File: config.mk
export PLATFORM = sky130hd
export DESIGN_NAME = ovrd_top
export DESIGN_NICKNAME = d
export VERILOG_FILES = /design/src/design/ovrd_top.v
export VERILOG_INCLUDE_DIRS = /design/src /design/src/design
export SDC_FILE = /design/constraint.sdc
export NUM_CORES = 1
export LEC_CHECK = 0
export BUFFER_PORTS_ARGS = -buffer_cell sky130_fd_sc_hd__buf_2
export CAP_MARGIN = 25
export CORE_ASPECT_RATIO = 0.9
export CORE_MARGIN = 4
export CORE_UTILIZATION = 55
export DETAILED_ROUTE_END_ITERATION = 7
export PLACE_DENSITY = 0.72
export SETUP_SLACK_MARGIN = 0.05
export SLEW_MARGIN = 25
export SYNTH_ARGS = -nofsm -noshare
export SYNTH_HDL_FRONTEND = slang
export SYNTH_SLANG_ARGS = --single-unit
File: constraint.sdc
create_clock -name CLK -period 15.94 [get_ports CLK]
set_clock_uncertainty 0.2 [all_clocks]
set_input_delay 3.985 -clock CLK [delete_from_list [all_inputs] [get_ports CLK]]
set_output_delay 3.985 -clock CLK [all_outputs]
set_load 0.03 [all_outputs]
File: src/design/ovrd_regs.vh
`ifndef OVRD_REGS_VH
`define OVRD_REGS_VH
// ----------------------------------------
// Register offsets (byte addresses)
// ----------------------------------------
`define OVRD_OFS_LOW_DUR 8'h00
`define OVRD_OFS_HIGH_DUR 8'h04
`define OVRD_OFS_STATUS 8'h08
`define OVRD_OFS_ADDR 8'h0c
`define OVRD_OFS_RATE 8'h10
`define OVRD_OFS_MONITOR 8'h14
`define OVRD_OFS_PASSWORD 8'h18
`define OVRD_OFS_UNLOCK 8'h1c
`define OVRD_OFS_CONTROL 8'h20
`define OVRD_OFS_TEST 8'h24
`define OVRD_OFS_RANGE 8'h28
`define OVRD_OFS_OPTIME 8'h2c
`define OVRD_OFS_IRQ_STAT 8'h30
`define OVRD_OFS_IRQ_EN 8'h34
`define OVRD_OFS_IRQ_CLR 8'h38
`define OVRD_OFS_TIMEOUT 8'h3c
// ----------------------------------------
// Field positions
// ----------------------------------------
`define OVRD_STAT_BLK_LO 0
`define OVRD_STAT_BLK_HI 3
`define OVRD_STAT_MID_LO 4
`define OVRD_STAT_REMOTE 8
`define OVRD_CTRL_CLEAR 0
`define OVRD_CTRL_TEST_EN 1
`define OVRD_IRQ_LOW_OP 0
`define OVRD_IRQ_HIGH_OP 1
`define OVRD_IRQ_BUS_BROKEN 2
`define OVRD_IRQ_CLEARED 3
// ----------------------------------------
// Reset values and codes
// ----------------------------------------
`define OVRD_RATE_300 3'h0
`define OVRD_RATE_1200 3'h1
`define OVRD_RATE_2400 3'h2
`define OVRD_RATE_4800 3'h3
`define OVRD_RATE_9600 3'h4
`define OVRD_RATE_RST `OVRD_RATE_9600
`define OVRD_FULL_PERCENT 8'h64
`define OVRD_OPTIME_RST 16'h0005
`define OVRD_TIMEOUT_RST 32'h0000_0064
`define OVRD_RANGE_SHORT 2'h0
`define OVRD_RANGE_MID 2'h1
`define OVRD_RANGE_LONG 2'h2
// ----------------------------------------
// Timing
// ----------------------------------------
`define OVRD_CLK_HZ 200000000
// Tick unit of the operate time setting: 10 ms
`define OVRD_TICK_MS 10
`define OVRD_TICK_CYC (`OVRD_CLK_HZ / 1000 * `OVRD_TICK_MS)
`endif

File: src/design/ovrd_top.v
// Contract
// - Low-set start duration percent counter; new start zeroes it; reads 100 after operation.
// - High-set start duration percent counter, same behaviour, separate.
// - Status low digit shows blocking: 0 none, 1 low, 2 high, 3 both.
// - Status second digit always reads zero.
// - Status top digit shows remote reset input: 1 energized, 0 not.
// - Test mode from control register asserts one start or operate signal at a time.
// - Hold bus address; address zero stops serial participation except the remote clear command, which still clears records.
// - Data rate selectable 300/1200/2400/4800/9600 baud, default 9600.
// - Monitor reads zero while bus works; cycles 0..255 while broken.
// - Remote setting changes need the correct password first.
// - Records 1..5 cleared by both buttons together or remote clear command.
// - Records lose content on supply loss and start from zero.
// - Address and password reload from the non-volatile image after supply loss; rate resets to 9600.
// - Operate time range selectable: 0.05-1.00 s, 0.5-10.0 s, 5-100 s.
`include "ovrd_regs.vh"

module ovrd_top #(
   parameter TICK_CYC = `OVRD_TICK_CYC,
   parameter [15:0] NV_ADDR_RST = 16'h0001,
   parameter [15:0] NV_PWD_RST = 16'h0000
) (
   // Clock and reset
   input wire CLK,
   input wire RST,
   // Register port
   input wire [7:0] ADDR,
   input wire [15:0] WDATA,
   input wire WR,
   input wire RD,
   input wire REMOTE,
   output reg [15:0] RDATA,
   // Stage activity from the protection core
   input wire LOW_START,
   input wire LOW_OPERATE,
   input wire HIGH_START,
   input wire HIGH_OPERATE,
   // Pins
   input wire BLOCK_LOW_N,
   input wire BLOCK_HIGH_N,
   input wire REMOTE_RESET,
   input wire BTN_STEP,
   input wire BTN_RESET,
   // Serial link events
   input wire BUS_MSG_VALID,
   input wire CLEAR_RECORDS_COMMAND,
   // Outputs
   output wire SERIAL_ENABLE,
   output reg [2:0] BAUD_SEL,
   output reg [3:0] TEST_DRIVE,
   output reg [1:0] LOW_RANGE,
   output reg [1:0] HIGH_RANGE,
   output wire IRQ
);

   // ----------------------------------------
   // Pin synchronisers
   // ----------------------------------------
   reg [2:0] s0_q;
   reg [2:0] s1_q;
   reg [2:0] s2_q;
   reg [2:0] pin_q;
   reg btn_a_q;
   reg btn_b_q;
   reg btn_c_q;
   reg btn_q;
   wire btn_clear;

   always @(posedge CLK or posedge RST) begin
      if (RST) begin
         s0_q <= 3'h0;
         s1_q <= 3'h0;
         s2_q <= 3'h0;
         pin_q <= 3'h0;
         btn_a_q <= 1'b0;
         btn_b_q <= 1'b0;
         btn_c_q <= 1'b0;
         btn_q <= 1'b0;
      end else begin
         s0_q <= {REMOTE_RESET, ~BLOCK_HIGH_N, ~BLOCK_LOW_N};
         s1_q <= s0_q;
         s2_q <= s1_q;
         btn_a_q <= BTN_STEP & BTN_RESET;
         btn_b_q <= btn_a_q;
         btn_c_q <= btn_b_q;
         if (s1_q == s2_q) begin
            pin_q <= s2_q;
         end
         if (btn_b_q == btn_c_q) begin
            btn_q <= btn_c_q;
         end
      end
   end

   reg btn_prev_q;
   always @(posedge CLK or posedge RST) begin
      if (RST) begin
         btn_prev_q <= 1'b0;
      end else begin
         btn_prev_q <= btn_q;
      end
   end
   assign btn_clear = btn_q & ~btn_prev_q;

   // ----------------------------------------
   // Settings (bus address and password from non-volatile image)
   // ----------------------------------------
   reg [7:0] bus_addr_q;
   reg [2:0] rate_q;
   reg [15:0] pwd_q;
   reg unlocked_q;
   reg test_en_q;
   reg [15:0] optime_q;
   reg [31:0] timeout_q;
   reg [3:0] irq_en_q;
   reg [3:0] irq_stat_q;
   reg nv_loaded_q;
   wire remote_ok = ~REMOTE | (unlocked_q & SERIAL_ENABLE);
   wire wr_ok = WR & remote_ok;
   wire rate_legal = (WDATA[2:0] <= `OVRD_RATE_9600);
   wire sw_clear = wr_ok & (ADDR == `OVRD_OFS_CONTROL) & WDATA[`OVRD_CTRL_CLEAR];
   wire clear_rec = btn_clear | CLEAR_RECORDS_COMMAND | sw_clear;

   always @(posedge CLK or posedge RST) begin
      if (RST) begin
         bus_addr_q <= 8'h00;
         rate_q <= `OVRD_RATE_RST;
         pwd_q <= 16'h0000;
         nv_loaded_q <= 1'b0;
         unlocked_q <= 1'b0;
         test_en_q <= 1'b0;
         TEST_DRIVE <= 4'h0;
         LOW_RANGE <= `OVRD_RANGE_SHORT;
         HIGH_RANGE <= `OVRD_RANGE_SHORT;
         optime_q <= `OVRD_OPTIME_RST;
         timeout_q <= `OVRD_TIMEOUT_RST;
         irq_en_q <= 4'h0;
      end else begin
         if (!nv_loaded_q) begin
            // Retained values reload after power returns
            nv_loaded_q <= 1'b1;
            bus_addr_q <= NV_ADDR_RST[7:0];
            pwd_q <= NV_PWD_RST;
         end
         if (WR && REMOTE && SERIAL_ENABLE && ADDR == `OVRD_OFS_UNLOCK) begin
            unlocked_q <= (WDATA == pwd_q);
         end
         if (wr_ok) begin
            if (ADDR == `OVRD_OFS_ADDR) begin
               bus_addr_q <= WDATA[7:0];
            end else if (ADDR == `OVRD_OFS_RATE) begin
               if (rate_legal) begin
                  rate_q <= WDATA[2:0];
               end
            end else if (ADDR == `OVRD_OFS_PASSWORD) begin
               pwd_q <= WDATA;
            end else if (ADDR == `OVRD_OFS_CONTROL) begin
               test_en_q <= WDATA[`OVRD_CTRL_TEST_EN];
               if (!WDATA[`OVRD_CTRL_TEST_EN]) begin
                  TEST_DRIVE <= 4'h0;
               end
            end else if (ADDR == `OVRD_OFS_TEST) begin
               if (test_en_q) begin
                  // One-hot only: one signal at a time
                  case (WDATA[2:0])
                     3'h1: TEST_DRIVE <= 4'h1;
                     3'h2: TEST_DRIVE <= 4'h2;
                     3'h3: TEST_DRIVE <= 4'h4;
                     3'h4: TEST_DRIVE <= 4'h8;
                     default: TEST_DRIVE <= 4'h0;
                  endcase
               end
            end else if (ADDR == `OVRD_OFS_RANGE) begin
               if (WDATA[1:0] != 2'h3) begin
                  LOW_RANGE <= WDATA[1:0];
               end
               if (WDATA[5:4] != 2'h3) begin
                  HIGH_RANGE <= WDATA[5:4];
               end
            end else if (ADDR == `OVRD_OFS_OPTIME) begin
               if (WDATA != 16'h0000) begin
                  optime_q <= WDATA;
               end
            end else if (ADDR == `OVRD_OFS_IRQ_EN) begin
               irq_en_q <= WDATA[3:0];
            end else if (ADDR == `OVRD_OFS_TIMEOUT) begin
               timeout_q <= {16'h0000, WDATA};
            end
         end
      end
   end

   always @* begin
      BAUD_SEL = rate_q;
   end
   assign SERIAL_ENABLE = (bus_addr_q != 8'h00);

   // ----------------------------------------
   // Start duration counters
   // ----------------------------------------
   reg [31:0] tick_q;
   wire tick = (tick_q == TICK_CYC - 1);
   always @(posedge CLK or posedge RST) begin
      if (RST) begin
         tick_q <= 32'h0;
      end else if (tick) begin
         tick_q <= 32'h0;
      end else begin
         tick_q <= tick_q + 32'h1;
      end
   end

   // Operate time in ticks (10 ms) per range: 1 unit x scale
   function [23:0] ovrd_span;
      input [1:0] rng;
      input [15:0] t;
      begin
         case (rng)
            `OVRD_RANGE_MID: ovrd_span = {8'h00, t} * 24'd10;
            `OVRD_RANGE_LONG: ovrd_span = {8'h00, t} * 24'd100;
            default: ovrd_span = {8'h00, t};
         endcase
      end
   endfunction

   wire [1:0] st_in = {HIGH_START, LOW_START};
   wire [1:0] op_in = {HIGH_OPERATE, LOW_OPERATE};
   wire [3:0] rng_pair = {HIGH_RANGE, LOW_RANGE};
   wire [15:0] dur_flat;
   wire [1:0] op_rise;

   genvar g;
   generate
      for (g = 0; g < 2; g = g + 1) begin : stage
         reg st_prev_q;
         reg op_prev_q;
         reg [7:0] pct_q;
         reg [31:0] acc_q;
         wire [31:0] span = {8'h00, ovrd_span(rng_pair[2*g+1:2*g], optime_q)};
         assign dur_flat[8*g+7:8*g] = pct_q;
         assign op_rise[g] = op_in[g] & ~op_prev_q;
         always @(posedge CLK or posedge RST) begin
            if (RST) begin
               st_prev_q <= 1'b0;
               op_prev_q <= 1'b0;
               pct_q <= 8'h00;
               acc_q <= 32'h0;
            end else begin
               st_prev_q <= st_in[g];
               op_prev_q <= op_in[g];
               if (clear_rec) begin
                  pct_q <= 8'h00;
                  acc_q <= 32'h0;
               end else if (op_in[g]) begin
                  pct_q <= `OVRD_FULL_PERCENT;
               end else if (st_in[g] && !st_prev_q) begin
                  pct_q <= 8'h00;
                  acc_q <= 32'h0;
               end else if (st_in[g] && tick && pct_q < 8'h63) begin
                  // Percent = elapsed*100/span, stepped by accumulation
                  if (acc_q + 32'd100 >= span) begin
                     acc_q <= acc_q + 32'd100 - span;
                     pct_q <= pct_q + 8'h01;
                  end else begin
                     acc_q <= acc_q + 32'd100;
                  end
               end
            end
         end
      end
   endgenerate

   // ----------------------------------------
   // Bus monitor
   // ----------------------------------------
   reg [31:0] silent_q;
   reg broken_q;
   reg [7:0] mon_q;
   always @(posedge CLK or posedge RST) begin
      if (RST) begin
         silent_q <= 32'h0;
         broken_q <= 1'b0;
         mon_q <= 8'h00;
      end else begin
         if (BUS_MSG_VALID && SERIAL_ENABLE) begin
            silent_q <= 32'h0;
            broken_q <= 1'b0;
         end else if (!SERIAL_ENABLE && nv_loaded_q) begin
            broken_q <= 1'b1;
         end else if (tick) begin
            if (silent_q >= timeout_q) begin
               broken_q <= 1'b1;
            end else begin
               silent_q <= silent_q + 32'h1;
            end
         end
         if (broken_q) begin
            mon_q <= mon_q + 8'h01;
         end else begin
            mon_q <= 8'h00;
         end
      end
   end

   // ----------------------------------------
   // Interrupts
   // ----------------------------------------
   reg broken_prev_q;
   wire [3:0] irq_evt = {clear_rec, broken_q & ~broken_prev_q, op_rise};
   wire [3:0] irq_clr = (wr_ok && ADDR == `OVRD_OFS_IRQ_CLR) ? WDATA[3:0] : 4'h0;
   always @(posedge CLK or posedge RST) begin
      if (RST) begin
         broken_prev_q <= 1'b0;
         irq_stat_q <= 4'h0;
      end else begin
         broken_prev_q <= broken_q;
         irq_stat_q <= (irq_stat_q & ~irq_clr) | irq_evt;
      end
   end
   assign IRQ = |(irq_stat_q & irq_en_q);

   // ----------------------------------------
   // Read mux
   // ----------------------------------------
   wire [15:0] status = {7'h00, pin_q[2], 4'h0, 2'h0, pin_q[1:0]};
   always @(posedge CLK or posedge RST) begin
      if (RST) begin
         RDATA <= 16'h0000;
      end else if (RD) begin
         if (ADDR == `OVRD_OFS_LOW_DUR) begin
            RDATA <= {8'h00, dur_flat[7:0]};
         end else if (ADDR == `OVRD_OFS_HIGH_DUR) begin
            RDATA <= {8'h00, dur_flat[15:8]};
         end else if (ADDR == `OVRD_OFS_STATUS) begin
            RDATA <= status;
         end else if (ADDR == `OVRD_OFS_ADDR) begin
            RDATA <= {8'h00, bus_addr_q};
         end else if (ADDR == `OVRD_OFS_RATE) begin
            RDATA <= {13'h0000, rate_q};
         end else if (ADDR == `OVRD_OFS_MONITOR) begin
            RDATA <= {8'h00, mon_q};
         end else if (ADDR == `OVRD_OFS_CONTROL) begin
            RDATA <= {14'h0000, test_en_q, 1'b0};
         end else if (ADDR == `OVRD_OFS_TEST) begin
            RDATA <= {12'h000, TEST_DRIVE};
         end else if (ADDR == `OVRD_OFS_RANGE) begin
            RDATA <= {10'h000, HIGH_RANGE, 2'h0, LOW_RANGE};
         end else if (ADDR == `OVRD_OFS_OPTIME) begin
            RDATA <= optime_q;
         end else if (ADDR == `OVRD_OFS_IRQ_STAT) begin
            RDATA <= {12'h000, irq_stat_q};
         end else if (ADDR == `OVRD_OFS_IRQ_EN) begin
            RDATA <= {12'h000, irq_en_q};
         end else if (ADDR == `OVRD_OFS_TIMEOUT) begin
            RDATA <= timeout_q[15:0];
         end else begin
            RDATA <= 16'h0000;
         end
      end else begin
         RDATA <= 16'h0000;
      end
   end

endmodule

==> metrics <==
worst-margin pin slew 1030 ps; Fmax 0.136 GHz; most frequent cells in the layout dfrtp_1, nand2_1, nor2_1, a21oi_1, ha_1; Post-synth EDFFs 0; Ys Warns 0; RSZ-0062 raised after global routing false; startpoint types input pin; Root Buffer clkbuf_16; Die Span Y 188 um; IO Port Bufs slightly below 70; ANT nets after route 0; global-route wire length before repair 88500 um; outcome finished, final reports clean; flip-flop and latch count after synthesis 269; Fin. Hold Viols 0; number of global-route vias before repair 16500; DRT Pass-1 Iters 7; synth unique cells 97; Top cell by count, worst path or3_1; WP buf/inv 1; CTS buffer count 30; Post CTS Setup Buffer Count 0; DP HPWL approximately 40000 um; crit path capture type register; Seq. cell area ~6700 um2; post_cts resized 0; worst vdd ir ~96 uV; CP delay by family, top simple AND/OR/NAND/NOR gates; remaining global-route overflow 0; PwrDens 103 nW/um2; mapped cell area around 20000 um2; fin area 21500 um2; CP arrival 7640 ps; routed vias/inst 6.18; layout cell share with drive strength beyond 1 under 10%; Max Buffers Root-to-Sink 3; worst hold slack 149 ps; detailed router's first-iteration violation count 1702; hold_buf cts 0; P&R area growth vs syn 9.05%; post-route DRC violation count 0; core area 35200 um2; largest net degree at the start of global routing 122; FP Rows 65; TritonCTS clock tree done; ys async rst share 100%; # fillers 3011; data required time at the worst endpoint 16240 ps; footprint of the multi-input gates approximately 12000 um2; Rel. slew slack ~31%; Clock Latency Late Sink 610 ps; Slew Limit Fails 0; most common cell after layout, fill and taps aside dfrtp_1; Synthesized Nets 2484; register area share after synthesis between 30 and 40%; critical path class in2reg; # nets final 2509; hold crit path type reg2reg; Post-Syn Instances 2276; period utilisation layout between 40% and 50%; H-Tree Depth 1; Critical Path Fanout Max 24; Max stage delay cell, worst path nand3_1; area post-placement around 20000 um2; sequence of cells on the critical path buf_2 -> or3_1 -> nor3_1 -> a311oi_2 -> nor2b_1 -> nand3_1 -> or3_1 -> o21ai_1; Max Cap Viol 0; Die Area 39000 um2; Starting Density approximately 56%; per-cell routed wire length 19.6 um; Routability Congestion about 0.96; CTS Sinks 269; initial antenna violation count 1; I/O Pins 69; Setup Viol. Count Final 0; largest stage delay on the critical path a little over 900 ps; Placed Instances 2738; Vias 17300; Worst-path clk slew 60 ps; crit path time final around 7300 ps; die width 208 um; top_reg_cell synth dfrtp_1; non-filler cells, final around 2800; setup TNS 0 ps; leak pwr between 9 and 10 nW; final WL between 50000 and 60000 um; Mapped Avg Cell Area 8.68 um2; GRT Overall Usage 27.3%
cells in the mapped netlist (9+ instances only):
cell / number / area, um2
nor4_1: 33 / 206
o21a_1: 14 / 105
a21oi_1: 155 / 776
inv_1: 122 / 458
a211o_1: 9 / 78.8
o31ai_1: 16 / 120
clkbuf_1: 72 / 270
o21ai_0: 144 / 721
nor3b_1: 10 / 75.1
and2_1: 16 / 100
ha_1: 154 / 1930
a211oi_1: 11 / 82.6
o211ai_1: 11 / 82.6
o21bai_1: 10 / 75.1
or2_2: 10 / 62.6
xnor2_1: 133 / 1160
buf_2: 10 / 50.1
or3_1: 26 / 163
nand3_1: 83 / 415
and3_1: 33 / 206
nor2b_1: 37 / 231
xor2_1: 70 / 613
nor2_1: 177 / 664
nand4_1: 42 / 263
nand2b_1: 11 / 68.8
a22oi_1: 49 / 368
nor3_1: 56 / 280
o21ai_1: 14 / 70.1
dfrtp_1: 263 / 6580
mux2i_1: 19 / 190
mux2_2: 30 / 338
a31oi_1: 19 / 119
nand2_1: 230 / 863
a21o_1: 32 / 240
fa_1: 14 / 280
layout make-up:
class / instances / share of cell area (%)
inverter: 123 / 2.18
multi-input combinational: 1792 / 56.5
sequential: 269 / 31.3
antenna: 1 / 0.0116
timing repair buffer: 85 / 2.21
clock inverter: 12 / 0.871
clock buffer: 43 / 4.18
tap: 469 / 2.72
report_power, final:
part	total [W]	leakage [nW]	internal [W]	switching (W)
sequential	0.000725	3.58	0.000700	0.0000255
clock	0.000761	0.537	0.000456	0.000305
combinational	0.000739	5.54	0.000285	0.000455
cell families (layout without fill, tap and decap cells):
logic type,after synthesis,count (layout),share of synthesized area [%]
simple gates,800,800,19.9
compound gates,569,569,18.6
mux,49,49,2.67
other cells,1,2,0.0190
xor+xnor,204,204,9.14
fa+ha+maj,169,169,11.2
flops,269,269,34.1
buf+inv,215,263,4.28
layer usage:
metal | share of wire [%] | routed length [um] | up-vias | global-route usage [%]
met2 | 46 | 24900 | 553 | 43.9
met3 | 5.7 | 3140 | 113 | 3.26
li1 | - | - | 8215 | -
met1 | 45 | 24800 | 8397 | 39.1
met4 | 3.5 | 1920 | 0 | 8.03
met5 | 0 | 0 | - | 0
worst reg2reg max path, cell delays in order, from the launching register on:
cell and delay [ps]:
dfstp_2 670, ha_1 290, ha_1 320, fa_1 460, ha_1 340, nor2b_1 140, o21ai_0 220, a21oi_1 140
o211ai_1 170, nand2_1 100, a41oi_1 340, a211oi_1 140, o31ai_1 320, and3_1 210, o21ai_0 110, ha_1 390
and3_1 180, nand3_1 280, nor3_1 320, a41oi_2 180, o2111ai_4 100, buf_4 470, and2_1 420, o21ai_2 120
or4_1 470, nand3_1 90
stage by stage:
step	utilization [%]	worst slack, ps	power [W]
finish	61.2	8600	0.00223
global route	61.2	8210	0.00234
CTS	61.1	8740	0.00222
detailed placement	58.0	8140	0.00146
global placement	58.0	8240	0.00144
floorplan	-	4350	0.00129
state kept, by name (all words and copies together), names as in the netlist, 3 cells and up:
register,count
irq_stat_q,4
RDATA,16
stage.acc_q,64
BAUD_SEL,3
s0_q,3
silent_q,32
mon_q,8
s2_q,3
optime_q,16
tick_q,32
irq_en_q,4
bus_addr_q,8
s1_q,3
TEST_DRIVE,4
stage.pct_q,16
pwd_q,16
timeout_q,16
pin_q,3
worst paths after layout:
kind | slack, ps | end | cells after the start | start
setup reg to reg | 8650 | stage[0].pct_q[6]$_DFFE_PP0P_ | 25 | optime_q[2]$_DFFE_PP1P_
hold reg to reg | 150 | btn_b_q$_DFF_PP0_ | 0 | btn_a_q$_DFF_PP0_
min in group asynchronous | 3370 | s1_q[2]$_DFF_PP0_ | 2 | RST
max in group asynchronous | 10940 | stage[0].acc_q[12]$_DFFE_PP0P_ | 3 | RST
hold / removal | 150 | btn_b_q$_DFF_PP0_ | 0 | btn_a_q$_DFF_PP0_
setup / recovery | 8600 | stage[1].acc_q[25]$_DFFE_PP0P_ | 8 | ADDR[3]
No activity file was read; power rests on OpenSTA's default activity.
